`src/tst_pkg.sv`:
```
package tst_pkg;

  // ---------------------------------------------------------------
  // Register map (byte addresses)
  // ---------------------------------------------------------------
  localparam int          ADDR_W        = 8;
  localparam logic [7:0]  OFS_CTRL_ZERO = 8'h00;
  localparam logic [7:0]  OFS_STATUS    = 8'h04;
  localparam logic [7:0]  OFS_TRIG      = 8'h08;
  localparam logic [7:0]  OFS_COUNTER   = 8'h0c;
  localparam logic [7:0]  OFS_CMP_A     = 8'h10;
  localparam logic [7:0]  OFS_CMP_B     = 8'h14;

  // ---------------------------------------------------------------
  // Field positions
  // ---------------------------------------------------------------
  localparam int FLAG_HI   = 7;   // match_b, match_a, wrap at 7:5
  localparam int FLAG_LO   = 5;
  localparam int ST_RSV    = 4;
  localparam int OS_B_HI   = 3;
  localparam int OS_B_LO   = 2;
  localparam int OS_A_HI   = 1;
  localparam int OS_A_LO   = 0;
  localparam int IEN_HI    = 7;   // match_b/a/wrap irq enables
  localparam int IEN_LO    = 5;
  localparam int CCLR_HI   = 4;
  localparam int CCLR_LO   = 3;
  localparam int CKS_HI    = 2;
  localparam int CKS_LO    = 0;
  localparam int TRS_HI    = 7;   // reserved 7:5 of trigger ctrl
  localparam int TRS_LO    = 5;
  localparam int TEDGE_HI  = 4;
  localparam int TEDGE_LO  = 3;
  localparam int TGATE     = 2;
  localparam int TRS_BIT1  = 1;
  localparam int XCLK_BIT  = 0;

  // ---------------------------------------------------------------
  // Reset values and constants
  // ---------------------------------------------------------------
  localparam logic [7:0] CTRL0_RST  = 8'h00;
  localparam logic [7:0] CMP_RST    = 8'hff;
  localparam logic [7:0] CNT_RST    = 8'h00;
  localparam logic [7:0] CNT_MAX    = 8'hff;
  localparam logic [2:0] RSV_ONES3  = 3'h7;
  localparam logic       RSV_ONE    = 1'h1;
  localparam int         SYNC_W     = 3;  // trigger, ext clock, ext reset
  localparam int         PIN_TRIG   = 0;
  localparam int         PIN_XCLK   = 1;
  localparam int         PIN_XRST   = 2;
  localparam int         DIV_W      = 7;

  // Output select codes
  localparam logic [1:0] OS_KEEP    = 2'h0;
  localparam logic [1:0] OS_LOW     = 2'h1;
  localparam logic [1:0] OS_HIGH    = 2'h2;
  localparam logic [1:0] OS_TOGGLE  = 2'h3;

  // Trigger edge select codes
  localparam logic [1:0] EDGE_OFF   = 2'h0;
  localparam logic [1:0] EDGE_RISE  = 2'h1;
  localparam logic [1:0] EDGE_FALL  = 2'h2;
  localparam logic [1:0] EDGE_BOTH  = 2'h3;

  // Counter clear source codes
  localparam logic [1:0] CCLR_NONE  = 2'h0;
  localparam logic [1:0] CCLR_A     = 2'h1;
  localparam logic [1:0] CCLR_B     = 2'h2;
  localparam logic [1:0] CCLR_PIN   = 2'h3;

  // Clock select codes
  localparam logic [2:0] CKS_OFF0   = 3'h0;
  localparam logic [2:0] CKS_OFF1   = 3'h4;
  localparam logic [2:0] CKS_XRISE  = 3'h5;
  localparam logic [2:0] CKS_XFALL  = 3'h6;
  localparam logic [2:0] CKS_XBOTH  = 3'h7;

  // AXI responses
  localparam logic [1:0] RESP_OKAY  = 2'h0;
  localparam logic [1:0] RESP_SLVERR = 2'h2;

endpackage

```
`src/tst_tick_if.sv`:
```
`timescale 1ns/1ps
interface tst_tick_if;
  logic [2:0] clk_sel;
  logic       extra_clk_select;
  logic       ext_lvl;
  logic       tick;

  modport gen (input clk_sel, input extra_clk_select, input ext_lvl, output tick);
  modport use_side (output clk_sel, output extra_clk_select, output ext_lvl, input tick);
endinterface

```
`src/tst_prescale.sv`:
```
`timescale 1ns/1ps
module tst_prescale
  import tst_pkg::*;
(
  input  wire logic aclk,
  input  wire logic aresetn,
  input  wire logic ce,
  tst_tick_if.gen   tk
);

  // ---------------------------------------------------------------
  // Divider and edge history
  // ---------------------------------------------------------------
  logic [DIV_W-1:0] div_q;
  logic             tap_prev_q;
  logic             ext_prev_q;

  wire  [2:0] tap_idx  = {tk.clk_sel[1:0], tk.extra_clk_select} - 3'h1;
  wire        is_int   = ~tk.clk_sel[2] & (tk.clk_sel != CKS_OFF0);
  // Off codes pick no tap, so no unknown enters the history
  wire        tap      = is_int & div_q[tap_idx];
  wire        int_fall = tap_prev_q & ~tap;
  wire        ext_rise = ~ext_prev_q & tk.ext_lvl;
  wire        ext_fall = ext_prev_q & ~tk.ext_lvl;

  // Switching taps can look like a falling edge and count once
  assign tk.tick = is_int                    ? int_fall :
                   (tk.clk_sel == CKS_XRISE) ? ext_rise :
                   (tk.clk_sel == CKS_XFALL) ? ext_fall :
                   (tk.clk_sel == CKS_XBOTH) ? (ext_rise | ext_fall) :
                   1'b0;

  always_ff @(posedge aclk) begin
    if (!aresetn) begin
      div_q      <= '0;
      tap_prev_q <= 1'b0;
      ext_prev_q <= 1'b0;
    end else if (ce) begin
      div_q      <= div_q + 1'b1;
      tap_prev_q <= tap;
      ext_prev_q <= tk.ext_lvl;
    end
  end

endmodule

```
`src/tst_top.sv`:
```
//
// Overview of operation
// - Compare flag B sets when counter equals compare constant B.
// - Compare flag A sets when counter equals compare constant A.
// - Wrap flag sets when counter rolls from all ones to zero.
// - Flags clear by writing zero only after reading them as one.
// - Status bit 4 always reads as one.
// - Match B drives waveform per select B: keep, low, high, toggle.
// - Match A drives waveform per select A with the same four codes.
// - The two output selects act independently on their own match.
// - Waveform output is low after reset until the first match.
// - Trigger edge select: off, rising, falling or both edges.
// - With gating on, counter halts at clear and resumes on trigger edge.
// - Extra clock select bit joins clock-select bits 1 to 0 to pick the divider tap.
// - Trigger register bits 7 to 5 and bit 1 read as one.
// - Clock codes: inhibit, divided system clock taps, external pin edges.
// - Interrupt requested while a flag and its enable are both one.
// - Simultaneous matches: toggle beats drive high beats drive low.
`timescale 1ns/1ps
module tst_top
  import tst_pkg::*;
(
  input  wire logic              aclk,
  input  wire logic              aresetn,
  input  wire logic              ce,
  input  wire logic [ADDR_W-1:0] s_axi_awaddr,
  input  wire logic [2:0]        s_axi_awprot,
  input  wire logic              s_axi_awvalid,
  output wire logic              s_axi_awready,
  input  wire logic [31:0]       s_axi_wdata,
  input  wire logic [3:0]        s_axi_wstrb,
  input  wire logic              s_axi_wvalid,
  output wire logic              s_axi_wready,
  output wire logic [1:0]        s_axi_bresp,
  output wire logic              s_axi_bvalid,
  input  wire logic              s_axi_bready,
  input  wire logic [ADDR_W-1:0] s_axi_araddr,
  input  wire logic [2:0]        s_axi_arprot,
  input  wire logic              s_axi_arvalid,
  output wire logic              s_axi_arready,
  output wire logic [31:0]       s_axi_rdata,
  output wire logic [1:0]        s_axi_rresp,
  output wire logic              s_axi_rvalid,
  input  wire logic              s_axi_rready,
  input  wire logic              trigger_pin,
  input  wire logic              ext_clk_pin,
  input  wire logic              ext_reset_pin,
  output wire logic              waveform_pin,
  output wire logic              irq
);

  // ---------------------------------------------------------------
  // State
  // ---------------------------------------------------------------
  logic [7:0]        ctrl0_q;
  logic [2:0]        flags_q;     // match_b_flag, match_a_flag, wrap_flag
  logic [2:0]        armed_q;
  logic [3:0]        os_q;
  logic [1:0]        edge_q;
  logic              gate_q;
  logic              xclk_q;
  logic [7:0]        cnt_q;
  logic [7:0]        cmp_a_q;
  logic [7:0]        cmp_b_q;
  logic              wave_q;
  logic              run_q;
  logic [SYNC_W-1:0] sync1_q;
  logic [SYNC_W-1:0] sync2_q;
  logic [SYNC_W-1:0] pin_prev_q;

  logic              aw_hold_q;
  logic [ADDR_W-1:0] awaddr_q;
  logic              w_hold_q;
  logic [7:0]        wdata_q;
  logic              wstrb0_q;
  logic              bvalid_q;
  logic [1:0]        bresp_q;
  logic              rvalid_q;
  logic [31:0]       rdata_q;
  logic [1:0]        rresp_q;

  // ---------------------------------------------------------------
  // Functions
  // ---------------------------------------------------------------
  function automatic logic is_mapped(input logic [ADDR_W-1:0] a);
    is_mapped = (a == OFS_CTRL_ZERO) ||
                (a == OFS_STATUS)    ||
                (a == OFS_TRIG)      ||
                (a == OFS_COUNTER)   ||
                (a == OFS_CMP_A)     ||
                (a == OFS_CMP_B);
  endfunction

  // Combined action of both matches on the waveform level
  function automatic logic wave_next(input logic cur,
                                     input logic hit_a, input logic [1:0] sel_a,
                                     input logic hit_b, input logic [1:0] sel_b);
    logic [1:0] a;
    logic [1:0] b;
    a = hit_a ? sel_a : OS_KEEP;
    b = hit_b ? sel_b : OS_KEEP;
    if (a == OS_TOGGLE || b == OS_TOGGLE) begin
      wave_next = ~cur;
    end else if (a == OS_HIGH || b == OS_HIGH) begin
      wave_next = 1'b1;
    end else if (a == OS_LOW || b == OS_LOW) begin
      wave_next = 1'b0;
    end else begin
      wave_next = cur;
    end
  endfunction

  // ---------------------------------------------------------------
  // Count source
  // ---------------------------------------------------------------
  tst_tick_if tk ();

  assign tk.clk_sel          = ctrl0_q[CKS_HI:CKS_LO];
  assign tk.extra_clk_select = xclk_q;
  assign tk.ext_lvl          = sync2_q[PIN_XCLK];

  tst_prescale u_prescale (
    .aclk    (aclk),
    .aresetn (aresetn),
    .ce      (ce),
    .tk      (tk)
  );

  // ---------------------------------------------------------------
  // Bus decode
  // ---------------------------------------------------------------
  wire ar_fire  = s_axi_arvalid & s_axi_arready;
  wire wr_do    = aw_hold_q & w_hold_q & ~bvalid_q & ce;
  wire wr_ok    = wr_do & wstrb0_q;
  wire wr_ctrl0 = wr_ok & (awaddr_q == OFS_CTRL_ZERO);
  wire wr_stat  = wr_ok & (awaddr_q == OFS_STATUS);
  wire wr_trig  = wr_ok & (awaddr_q == OFS_TRIG);
  wire wr_cnt   = wr_ok & (awaddr_q == OFS_COUNTER);
  wire wr_cmp_a = wr_ok & (awaddr_q == OFS_CMP_A);
  wire wr_cmp_b = wr_ok & (awaddr_q == OFS_CMP_B);
  wire rd_stat  = ar_fire & (s_axi_araddr == OFS_STATUS);

  wire [7:0] stat_rd = {flags_q, RSV_ONE, os_q};
  wire [7:0] trig_rd = {RSV_ONES3, edge_q, gate_q, RSV_ONE, xclk_q};

  wire [7:0] rd_mux = (s_axi_araddr == OFS_CTRL_ZERO) ? ctrl0_q :
                      (s_axi_araddr == OFS_STATUS)    ? stat_rd :
                      (s_axi_araddr == OFS_TRIG)      ? trig_rd :
                      (s_axi_araddr == OFS_COUNTER)   ? cnt_q   :
                      (s_axi_araddr == OFS_CMP_A)     ? cmp_a_q :
                      (s_axi_araddr == OFS_CMP_B)     ? cmp_b_q : 8'h00;

  // Ready drops while frozen so no beat is taken and then lost
  assign s_axi_awready = ce & ~aw_hold_q & ~bvalid_q;
  assign s_axi_wready  = ce & ~w_hold_q & ~bvalid_q;
  assign s_axi_arready = ce & ~rvalid_q;
  assign s_axi_bvalid  = bvalid_q;
  assign s_axi_bresp   = bresp_q;
  assign s_axi_rvalid  = rvalid_q;
  assign s_axi_rdata   = rdata_q;
  assign s_axi_rresp   = rresp_q;

  // ---------------------------------------------------------------
  // Pin edges
  // ---------------------------------------------------------------
  wire trig_rise = sync2_q[PIN_TRIG] & ~pin_prev_q[PIN_TRIG];
  wire trig_fall = ~sync2_q[PIN_TRIG] & pin_prev_q[PIN_TRIG];
  wire xrst_rise = sync2_q[PIN_XRST] & ~pin_prev_q[PIN_XRST];
  wire trig_evt  = ((edge_q == EDGE_RISE) & trig_rise) |
                   ((edge_q == EDGE_FALL) & trig_fall) |
                   ((edge_q == EDGE_BOTH) & (trig_rise | trig_fall));

  // ---------------------------------------------------------------
  // Counter, matches and flags
  // ---------------------------------------------------------------
  wire [1:0] cclr     = ctrl0_q[CCLR_HI:CCLR_LO];
  wire       count_en = ce & tk.tick & (~gate_q | run_q);
  // Match is taken in the last cycle of equality; a compare write masks it
  wire       match_a  = count_en & (cnt_q == cmp_a_q) & ~wr_cmp_a;
  wire       match_b  = count_en & (cnt_q == cmp_b_q) & ~wr_cmp_b;
  wire       wrap     = count_en & (cnt_q == CNT_MAX);
  wire       clr_evt  = ((cclr == CCLR_A) & match_a) |
                        ((cclr == CCLR_B) & match_b) |
                        ((cclr == CCLR_PIN) & xrst_rise);

  // Clear wins over a counter write, which wins over counting
  wire [7:0] cnt_d = clr_evt ? CNT_RST :
                     wr_cnt  ? wdata_q :
                     count_en ? cnt_q + 8'h01 : cnt_q;

  // A trigger beats a same-cycle halt so a start is never lost
  wire       run_d = trig_evt ? 1'b1 :
                     (clr_evt & gate_q) ? 1'b0 : run_q;

  wire [2:0] flag_set = {match_b, match_a, wrap};
  // Zero written to an armed flag clears it; a one is ignored
  wire [2:0] flag_clr = (wr_stat ? ~wdata_q[FLAG_HI:FLAG_LO] : 3'h0) &
                        armed_q;
  // Hardware set wins over a clear in the same cycle
  wire [2:0] flags_d  = (flags_q & ~flag_clr) | flag_set;
  wire [2:0] armed_d  = (armed_q & ~flag_clr) |
                        (rd_stat ? flags_q : 3'h0);

  wire       wave_d   = wave_next(wave_q, match_a, os_q[OS_A_HI:OS_A_LO],
                                  match_b, os_q[OS_B_HI:OS_B_LO]);

  assign waveform_pin = wave_q;
  assign irq          = |(flags_q & ctrl0_q[IEN_HI:IEN_LO]);

  // ---------------------------------------------------------------
  // Pin synchronisers
  // ---------------------------------------------------------------
  always_ff @(posedge aclk) begin
    if (!aresetn) begin
      sync1_q    <= '0;
      sync2_q    <= '0;
      pin_prev_q <= '0;
    end else if (ce) begin
      sync1_q    <= {ext_reset_pin, ext_clk_pin, trigger_pin};
      sync2_q    <= sync1_q;
      pin_prev_q <= sync2_q;
    end
  end

  // ---------------------------------------------------------------
  // Timer state
  // ---------------------------------------------------------------
  always_ff @(posedge aclk) begin
    if (!aresetn) begin
      cnt_q   <= CNT_RST;
      wave_q  <= 1'b0;
      run_q   <= 1'b0;
    end else if (ce) begin
      cnt_q   <= cnt_d;
      wave_q  <= wave_d;
      run_q   <= run_d;
    end
  end

  // ---------------------------------------------------------------
  // Status flags
  // ---------------------------------------------------------------
  // Only a read that saw a flag set arms its clear
  always_ff @(posedge aclk) begin
    if (!aresetn) begin
      flags_q <= '0;
      armed_q <= '0;
    end else if (ce) begin
      flags_q <= flags_d;
      armed_q <= armed_d;
    end
  end

  // ---------------------------------------------------------------
  // Control registers
  // ---------------------------------------------------------------
  always_ff @(posedge aclk) begin
    if (!aresetn) begin
      ctrl0_q <= CTRL0_RST;
      os_q    <= '0;
      edge_q  <= EDGE_OFF;
      gate_q  <= 1'b0;
      xclk_q  <= 1'b0;
      cmp_a_q <= CMP_RST;
      cmp_b_q <= CMP_RST;
    end else if (ce) begin
      if (wr_ctrl0) begin
        ctrl0_q <= wdata_q;
      end
      if (wr_stat) begin
        os_q <= wdata_q[OS_B_HI:OS_A_LO];
      end
      if (wr_trig) begin
        edge_q <= wdata_q[TEDGE_HI:TEDGE_LO];
        gate_q <= wdata_q[TGATE];
        xclk_q <= wdata_q[XCLK_BIT];
      end
      if (wr_cmp_a) begin
        cmp_a_q <= wdata_q;
      end
      if (wr_cmp_b) begin
        cmp_b_q <= wdata_q;
      end
    end
  end

  // ---------------------------------------------------------------
  // AXI4-Lite write channel
  // ---------------------------------------------------------------
  always_ff @(posedge aclk) begin
    if (!aresetn) begin
      aw_hold_q <= 1'b0;
      awaddr_q  <= '0;
      w_hold_q  <= 1'b0;
      wdata_q   <= 8'h00;
      wstrb0_q  <= 1'b0;
      bvalid_q  <= 1'b0;
      bresp_q   <= RESP_OKAY;
    end else if (ce) begin
      // Address and data beats may come in either order
      if (s_axi_awvalid && s_axi_awready) begin
        aw_hold_q <= 1'b1;
        awaddr_q  <= s_axi_awaddr;
      end
      if (s_axi_wvalid && s_axi_wready) begin
        w_hold_q <= 1'b1;
        wdata_q  <= s_axi_wdata[7:0];
        wstrb0_q <= s_axi_wstrb[0];
      end
      if (wr_do) begin
        aw_hold_q <= 1'b0;
        w_hold_q  <= 1'b0;
        bvalid_q  <= 1'b1;
        bresp_q   <= is_mapped(awaddr_q) ? RESP_OKAY :
                                           RESP_SLVERR;
      end else if (bvalid_q && s_axi_bready) begin
        bvalid_q <= 1'b0;
      end
    end
  end

  // ---------------------------------------------------------------
  // AXI4-Lite read channel
  // ---------------------------------------------------------------
  always_ff @(posedge aclk) begin
    if (!aresetn) begin
      rvalid_q <= 1'b0;
      rdata_q  <= '0;
      rresp_q  <= RESP_OKAY;
    end else if (ce) begin
      // Data is captured with the address and held until rready
      if (ar_fire) begin
        rvalid_q <= 1'b1;
        rdata_q  <= {24'h000000, rd_mux};
        rresp_q  <= is_mapped(s_axi_araddr) ? RESP_OKAY :
                                              RESP_SLVERR;
      end else if (rvalid_q && s_axi_rready) begin
        rvalid_q <= 1'b0;
      end
    end
  end

endmodule

```
`config.mk`:
```
export PLATFORM = sky130hd
export DESIGN_NAME = tst_top
export DESIGN_NICKNAME = d
export VERILOG_FILES = /design/src/tst_pkg.sv /design/src/tst_tick_if.sv /design/src/tst_prescale.sv /design/src/tst_top.sv
export SDC_FILE = /design/constraint.sdc
export NUM_CORES = 1
export LEC_CHECK = 0
export BUFFER_PORTS_ARGS = -buffer_cell sky130_fd_sc_hd__buf_2
export CAP_MARGIN = 40
export CORE_MARGIN = 2
export CORE_UTILIZATION = 40
export CTS_CLUSTER_DIAMETER = 40
export CTS_CLUSTER_SIZE = 10
export DETAILED_ROUTE_END_ITERATION = 16
export GPL_ROUTABILITY_DRIVEN = 0
export PLACE_DENSITY = 0.62
export SETUP_SLACK_MARGIN = 0.02
export SYNTH_ARGS = -nofsm -noshare
export SYNTH_HDL_FRONTEND = slang
export SYNTH_SLANG_ARGS = --single-unit
```
`constraint.sdc`:
```
create_clock -name aclk -period 7 [get_ports aclk]
set_clock_uncertainty 0.1 [all_clocks]
set_input_delay 1.05 -clock aclk [delete_from_list [all_inputs] [get_ports aclk]]
set_output_delay 1.05 -clock aclk [all_outputs]
set_load 0.05 [all_outputs]
```
* Yosys cells after proc, flatten, opt, wreduce, memory -nomap -nowiden *
Index checks and enable logic that the tools add are counted.

word-level totals
  register bits after elaboration = 99
  bits in latches = 0
  memory bits (writable) = 0
  ROM bits = 0
  input bits = 69
  output and inout port bits = 43
  word-level logic and storage cells = 207
  memories = 0

cells by class
  $add $sub $neg = 3
  $mul = 0
  divide/modulo/power cells = 0
  magnitude comparators = 1
  eq/ne operators = 28
  shift-type cells = 0
  muxes and demuxes = 34
  bitwise operators = 69
  reductions and logical operators = 44

operators with widths
  kind                 number
  $mux 8               9
  $and 1x1->1          39
  $eq 8x4->1 const B   4
  $eq 8x5->1 const B   4
  $reduce_and 2->1     16
  $mux 1               18
  $eq 2x2->1 const B   8
  $eq 8x3->1 const B   2
  $eq 8x8->1           2
  $logic_not 8->1      2
  $not 1->1            15
  $logic_or 1x1->1     13
  $and 3x3->3          4
  $reduce_bool 2->1    5
  $eq 3x3->1 const B   3
  $reduce_bool 3->1    3
  $add 8x1->8 const B  1
  $eq 2x1->1 const B   4
  $eq 8x8->1 const B   1
  $mux 2               4
  $add 7x1->7 const B  1
  $or 1x1->1           7
  $mux 3               2
  $not 3->3            2
  6 further kinds      10

* Logic depth before layout (Yosys ltp) *
Gate-level depths: netlist of the first run.

  depth in word-level cells = 17
  mapped depth = 9
  gate-level depth less buffers = 9

* Modules after synthesis *
A second synthesis of the first run with hierarchy kept.

second synthesis, totals
  cells, all modules = 599
  area, all modules = 4972.3 um^2

by module, submodules not included
  module        times used  cells each  area an instance (um^2)  sequential area each (um^2)
  tst_top       1           539         4424.2                   1741.7
  tst_prescale  1           60          548.0                    180.2

* Worst setup path after synthesis of the first run *
No wires, ideal clock.

  path kind = input -> output
  from = in ce
  to = out s_axi_awready
  arrival = 1.821 ns
  required time = 5.850 ns
  path slack = 4.029 ns
  cell stages on the path = 2
  buffers on the path = 0
  path through = nand2b_1 -> nor2_1

on the way
  longest elaborated chain between the ends = 2

RTL lines
  what                       line            RTL
  start, declared            tst_top.sv:25   input wire logic ce,
  $and 1x1->1 (2 in series)  tst_top.sv:154  assign s_axi_awready = ce & ~aw_hold_q & ~bvalid_q;
  end, declared              tst_top.sv:29   output wire logic s_axi_awready,

No other way between the ends.

* Final worst setup path of the first run *
  from = in ce
  to = reg cnt_q[7]

on the way
  longest elaborated chain between the ends = 10
  elaborated cells on any way between the ends = 21
  those cells by class = mux (2); bitwise (17); reduce/logical (2)

RTL lines
  what                                   line                            RTL
  $and 1x1->1                            tst_top.sv:133                  wire wr_do = aw_hold_q & w_hold_q & ~bvalid_q & ce;
  $and 1x1->1                            tst_top.sv:134                  wire wr_ok = wr_do & wstrb0_q;
  $and 1x1->1, on equally long branches  tst_top.sv:139, tst_top.sv:140
  $not 1->1, on equally long branches    tst_top.sv:179, tst_top.sv:180
  $and 1x1->1, on equally long branches  tst_top.sv:179, tst_top.sv:180
  $and 1x1->1, on equally long branches  tst_top.sv:182, tst_top.sv:183
  $or 1x1->1                             tst_top.sv:182                  wire clr_evt = ((cclr == CCLR_A) & match_a) |
  $or 1x1->1                             tst_top.sv:183                  ((cclr == CCLR_B) & match_b) |
  $reduce_bool 3->1 (no source line)     --
  $reduce_and 2->1 (no source line)      --
  end signal, assigned                   tst_top.sv:234                  cnt_q <= cnt_d;
  end, declared                          tst_top.sv:62                   logic [7:0] cnt_q;

Several ways; a longest one is shown, not always the timed one.
A chain may end at the register's enable or synchronous reset.

==> metrics.md, run 1 <==
| Metric | Value |
|---|---|
| Largest net degree at the start of global routing | 52 |
| Gate Count Post-Synth | 591 |
| Pwr/cell area | 209 nW/um^2 |
| Sw power | 298 uW |
| Worst-Margin Slew | 908 ps |
| Number of diodes | 0 |
| Clock buffer depth | 2 |
| First-pass GRT wire length | 19.0 mm |
| Chip width | 116 um |
| Async set-or-reset flop fraction in the synthesized netlist | 0 |
| DRC Markers | 0 |
| Syn_area_per_cell | 8.42 sq um |
| Setup slack, reg-to-reg | roughly 4100 ps |
| Vias per cell | 5.23 |
| Number of synthesized register bits | 96 |
| Fin crit share | 0.518 |
| Vias in the first global route | 3831 |
| Reg2reg path depth | 9 |
| Row Count | 40 |
| Top-Level Pins | 112 |
| RSZ-0062 raised after global routing | no |
| Final Hold Viols | 0 |
| GR Util met1 | 0.239 |
| Clock latency at the later pin of the worst-skew pair | 340 ps |
| Crit path DAT | 3790 ps |
| CTS tree | yes |
| Layout cell share with drive strength beyond 1 | 0.134 |
| Avg WL per Cell | 14.7 um |
| Status | finished clean |
| Core area | 12100 sq um |
| Synth top area share | 0.386 |
| P_leak | 0.00210 uW |
| # port buffers | 52 |
| Post-Syn Area | 4980 sq um |
| Worst Setup End Kind | register |
| Startpoint type of the worst setup path | input port |
| H-tree depth | 3 |
| Clock Power Share | 0.401 |
| Initial antenna violation count | 0 |
| Die area | about 13000 sq um |
| Cts bufs inserted | 9 |
| Relative slew margins | 0.390 |
| Int Power | about 850 uW |
| Fin util | 0.455 |
| Yosys top cell by area | dfxtp_1 |
| Kind of critical path | in2reg |
| Nets | 700 |
| Worst Hold Depth | 2 |
| Synth Warn # | 0 |
| Max-slew violations | 0 |
| Starting Density | 0.413 |
| Via count | between 4000 and 5000 |
| Final WL | 11.7 mm |
| Peak supply drop | between 100 and 150 uV |
| Prevailing post-synth register cell | dfxtp_1 |
| Final setup violation count | 0 |
| 1st-iter DRT viols | 314 |
| Placed cell count | 781 |
| Fin crit period | 3630 ps |
| Clock-pin transition on the worst setup and hold timing paths | 70 ps |
| Number of synthesized flops with an enable pin | 0 |
| GR met3 Demand/Resource | 0.0220 |
| CTS resizes | 0 |
| Detailed Routing Iterations Pass 1 | 5 |
| Post-DP HPWL | approximately 8.5 mm |
| Flop pwr share | 0.497 |
| Grt ovf | 0 |
| HP Class | reg2reg |
| Root buffer cell | clkbuf_16 |
| Crit-path max FO | 25 |
| Comb pwr share | 0.102 |
| Finished Layout Cells | 797 |
| Setup Fix Bufs, Post-CTS | 0 |
| Setup TNS | 0 ps |
| Sequential share of the synthesized area | 0.386 |
| GRT Total Usage | 0.180 |
| Post-cts hold buffer count | 0 |
| Sw Ratio | 0.260 |
| Global routing's busiest layer | met2 |
| Yosys cell types | 61 |
| Area Growth Syn to Fin | 10.1% |
| # clock sinks | 96 |
| Post-DRT Antenna Nets | 0 |
| Max-capacitance violation count | 0 |
| Die H | 116 um |
| Largest cells by area after synthesis | dfxtp_1, mux2i_1, nand2_1 |
| M2 GR Usage | 0.294 |
| Critical Path RT | 7170 ps |
| FMAX | 0.276 GHz |
[final cells by class]
| cell class | instances | area, sq um |
|---|---|---|
| Clock buffer | 14 | 264 |
| Clock inverter | 2 | 13.8 |
| Fill cell | 1171 | 6580 |
| Inverter | 26 | 97.6 |
| Multi-Input combinational cell | 437 | 2700 |
| Sequential cell | 96 | 1920 |
| Tap cell | 168 | 210 |
| Timing Repair Buffer | 54 | 275 |
[kinds of logic (layout without fill, tap and decap cells)]
| logic type | count (synthesis) | after routing | share of synthesized area |
|---|---|---|---|
| XOR/XNOR | 21 | 21 | 0.0369 |
| flip-flops | 96 | 96 | 0.386 |
| adder cells (fa/ha/maj) | 7 | 7 | 0.0176 |
| AND/OR/NAND/NOR | 219 | 219 | 0.216 |
| other | 1 | 26 | 0.000753 |
| AO/OA/AOI/OAI | 111 | 111 | 0.142 |
| multiplexers | 53 | 53 | 0.110 |
| buffers and inverters | 83 | 96 | 0.0905 |
[power groups by stage]
stage / combinational, uW / sequential (uW) / clock [uW]
floorplan: 103 / 580 / 0
global placement: 115 / 581 / 0
detailed placement: 117 / 581 / 0
CTS: 117 / 569 / 468
global route: 127 / 570 / 491
finish: 117 / 569 / 459
[per-layer routing]
| metal | up-vias | wire, um |
|---|---|---|
| met2 | 141 | 5390 |
| met5 | - | 0 |
| met3 | 19 | 521 |
| met4 | 0 | 300 |
| met1 | 1952 | 5480 |
| li1 | 2060 | - |
[registers in the layout, indices dropped and copies added (netlist names), 4 cells and up]
name              cells
s_axi_rdata           8
cmp_b_q               8
ctrl0_q               8
os_q                  4
cmp_a_q               8
u_prescale.div_q      7
awaddr_q              8
wdata_q               8
cnt_q                 8
[per-stage QoR]
step	total power [uW]	hold slack (ps)	setup WS, ps	area (sq um)
after floorplan	682	336	4030	5070
after global placement	696	346	3090	5200
after detailed placement	698	359	3020	5200
after CTS	1150	368	3390	5480
after global routing	1190	389	3190	5480
final	1150	364	3370	5480
[cells in the final DEF (no fill, tap or decap), drive strengths merged, types with 6 or more instances in the layout]
cell type	synthesis	routed
nor4	9	9
inv	25	26
nor2b	7	7
dfxtp	96	96
buf	32	54
clkbuf	25	14
o211ai	7	7
conb	1	26
o22ai	9	9
nor2	60	60
o21ai	19	19
xor2	20	20
ha	7	7
nand2	88	88
nor3	10	10
nand2b	6	6
nand3	11	11
mux2i	51	51
a21oi	50	50
[synth_stat cells, types with 5 or more instances]
cell type and count:
o211ai_1 7, dfxtp_1 96, mux2i_1 50, buf_4 26
o21ai_0 19, nor2b_1 7, a22oi_1 5, ha_1 7
clkbuf_1 23, nand3_1 11, nor2_1 60, nand2b_1 5
nand2_1 88, nor3_1 9, nand4b_1 5, xor2_1 20
nor4_1 7, a21oi_1 50, inv_1 25, o22ai_1 9
[worst paths after layout]
check / from / end
worst max-delay path: ce / cnt_q[7]
worst min-delay path: awaddr_q[1] / awaddr_q[1]
worst max register to register: tk.extra_clk_select / waveform_pin
worst min register to register: awaddr_q[1] / awaddr_q[1]
[critical path: stages]
cell	delay [ps]
buf_2	460
nand4b_1	410
nor4_4	870
nand4b_1	220
mux2i_2	110
nor4b_4	370
a21oi_1	130
o22ai_1	170
(Power assumes the default switching activity.)
==> inputs of run 2 (changes only) <==
--- a/config.mk
+++ b/config.mk
@@ -5,6 +5,7 @@
 export SDC_FILE = /design/constraint.sdc
 export NUM_CORES = 1
 export LEC_CHECK = 0
+export ABC_AREA = 1
 export BUFFER_PORTS_ARGS = -buffer_cell sky130_fd_sc_hd__buf_2
 export CAP_MARGIN = 40
 export CORE_MARGIN = 2
==> constraint.sdc (replaced) <==
create_clock -name aclk -period 3.8 [get_ports aclk]
set_clock_uncertainty 0.1 [all_clocks]
set_input_delay 0.57 -clock aclk [delete_from_list [all_inputs] [get_ports aclk]]
set_output_delay 0.57 -clock aclk [all_outputs]
set_load 0.05 [all_outputs]
==> metrics.md, run 2 <==
| Metric | Value |
|---|---|
| Synth top area share | 0.388 (+0.00166) |
| Max-capacitance violation count | 0 (unchanged) |
| Setup Fix Bufs, Post-CTS | 0 (unchanged) |
| Commonest cells after routing, fill and taps aside | nand2_1, dfxtp_1, inv_1 |
| Die area | 13300 sq um (-0.41%) |
| Clock Power Share | 0.454 (+0.053) |
| CTS tree | yes |
| Worst-Margin Slew | 859 ps (-49.0 ps) |
| Yosys top cell by area | dfxtp_1 |
| Post-DRT Antenna Nets | 0 (unchanged) |
| Top-Level Pins | 112 (unchanged) |
| Sequential share of the synthesized area | 0.388 (+0.00166) |
| Crit path DAT | 2750 ps (-1040 ps) |
| Flop pwr share | 0.445 (-0.052) |
| Number of synthesized register bits | 96 (unchanged) |
| Prevailing post-synth register cell | dfxtp_1 |
| Via count | 4505 (+8.0%) |
| Largest net degree at the start of global routing | 45 (-13%) |
| Number of diodes | 0 (unchanged) |
| GRT Total Usage | 0.194 (+0.0142) |
| Post-DP HPWL | 8.89 mm (+4.3%) |
| Async set-or-reset flop fraction in the synthesized netlist | 0 (unchanged) |
| 1st-iter DRT viols | 327 (+4.1%) |
| Core area | 12100 sq um (unchanged) |
| Initial antenna violation count | 0 (unchanged) |
| H-tree depth | 3 (unchanged) |
| Clock buffer depth | 2 (unchanged) |
| Number of synthesized flops with an enable pin | 0 (unchanged) |
| Vias per cell | 4.92 (-6.0%) |
| Commonest cells in the netlist | nand2_1, dfxtp_1, inv_1 |
| Most frequent cell after synthesis | nand2_1 |
| Setup TNS | 0 ps (unchanged) |
| Fin worst setup slack | 1190 ps (-2180 ps) |
| Grt ovf | 0 (unchanged) |
| First-pass GRT wire length | 20.3 mm (+6.5%) |
| CTS resizes | 0 (unchanged) |
| Nets | 819 (+17%) |
| Clock latency at the later pin of the worst-skew pair | 350 ps (about the same) |
| Final Hold Viols | 0 (unchanged) |
| FMAX | 0.384 GHz |
| Startpoint type of the worst setup path | register |
| Status | finished clean |
| Final WL | 12.3 mm (+5.1%) |
| Yosys cell types | 38 (-38%) |
| RSZ-0062 raised after global routing | no |
| Die H | 115 um (-0.21%) |
| Post-Syn Area | 4960 sq um (-0.43%) |
| Relative slew margins | 0.423 (+0.0328) |
| Peak supply drop | 277 uV (+130%) |
| Fin crit share | 0.686 |
| Cts bufs inserted | 9 (unchanged) |
| Layout cell share with drive strength beyond 1 | 0.124 (-0.00921) |
| Kind of critical path | reg2reg |
| Sw power | 603 uW (+100%) |
| Area Growth Syn to Fin | 12.7% |
| Clock-pin transition on the worst setup and hold timing paths | 70 ps (about the same) |
| Crit-path max FO | 7 (-72%) |
| Place WS | 1210 ps (-1810 ps) |
| Syn_area_per_cell | 7.06 sq um (-16%) |
| Avg WL per Cell | 13.4 um (-8.6%) |
| Sw Ratio | 0.254 (-0.00597) |
| P_leak | 0.00264 uW (+26%) |
| Pwr/cell area | 425 nW/um^2 (+100%) |
| Root buffer cell | clkbuf_16 |
| Final setup violation count | 0 (unchanged) |
| Worst Setup End Kind | register |
| Int Power | 1770 uW (+110%) |
| HP Class | in2reg |
| Detailed Routing Iterations Pass 1 | 4 (-1) |
| Gate Count Post-Synth | 702 (+19%) |
| Max-slew violations | 0 (unchanged) |
| Chip width | 115 um (-0.21%) |
| Comb pwr share | 0.101 (about the same) |
| Fin crit period | 2610 ps |
| # clock sinks | 96 (unchanged) |
| Most common cell after layout, fill and taps aside | nand2_1 |
| Critical Path RT | 3940 ps (-3230 ps) |
| # port buffers | 52 (unchanged) |
| Row Count | 40 (unchanged) |
| DRC Markers | 0 (unchanged) |
| Starting Density | 0.411 (-0.00176) |
| Vias in the first global route | 4114 (+7.4%) |
| Largest cells by area after synthesis | dfxtp_1, nand2_1, o21ai_0 |
| Post-cts hold buffer count | 0 (unchanged) |
| Synth Warn # | 0 (unchanged) |
| FILL cells | 1257 (+7.3%) |
run 2: cell count changes after synthesis, sizes merged, moves of 7 or more:
cell,delta
inv,+61
o21ai,+58
nand2,+57
mux2i,-51
nand3,+28
xor2,-18
nor2,+16
a21oi,+14
o211ai,+10
nor4,-8
nor2b,-7
o22ai,-7
run 2: stage by stage:
step / utilization / cell area, sq um / hold slack, ps / std cells / power (uW)
global placement: 0.434 / 5230 / 344 / 900 / 1310
detailed placement: 0.434 / 5230 / 344 / 900 / 1320
CTS: 0.463 / 5590 / 336 / 916 / 2390
floorplan: - / 5050 / 322 / 727 / 1280
finish: 0.463 / 5590 / 344 / 916 / 2370
global route: 0.463 / 5590 / 339 / 916 / 2460
run 2: power groups by stage:
stage	Combinational (uW)	Sequential, uW	Clock (uW)
global placement	236	1080	0
CTS	240	1060	1100
detailed placement	240	1080	0
global route	263	1060	1140
floorplan	183	1100	0
finish	240	1060	1080
run 2: layout make-up:
type	instances	area, sq um	area share
Multi-Input combinational cell	495	2490	0.446
Sequential cell	96	1920	0.344
Inverter	86	325	0.0582
Timing Repair Buffer	55	283	0.0506
Clock buffer	12	256	0.0459
Tap cell	168	210	0.0376
Clock inverter	4	98.8	0.0177
run 2: cell families after synthesis:
logic type | synth area share
DFF | 0.388
buffers and inverters | 0.128
and+or+nand+nor | 0.258
xor gates and xnor gates | 0.0159
other | 0.000756
AOI/OAI and AO/OA | 0.192
adders and majority gates | 0.0177
run 2: routing by layer:
layer,wire length [um],global-route usage,share of wire
met1,5820,0.256,0.47
met2,5430,0.304,0.44
met3,743,0.0532,0.060
met4,297,0.0723,0.024
met5,0,0,0
run 2: worst max-delay path, stage by stage, from the launching register on:
cell	delay, ps
dfxtp_1	500
inv_2	100
ha_1	340
inv_1	70
nand3_1	70
nand2_1	70
nand2_1	60
nand3_2	70
nand3_2	180
nor2_2	260
nand2_1	80
nand2_1	110
nand2_4	90
inv_1	180
nor2_1	70
nor2_1	100
nor2_1	50
run 2: worst paths after layout:
kind,from,to,slack (ps),cells past startpoint
max reg2reg,tk.extra_clk_select,cnt_q[3],1190,16
min reg2reg,u_prescale.div_q[5],u_prescale.div_q[5],350,1
max,tk.extra_clk_select,cnt_q[3],1190,16
min,ext_reset_pin,sync1_q[2],340,3
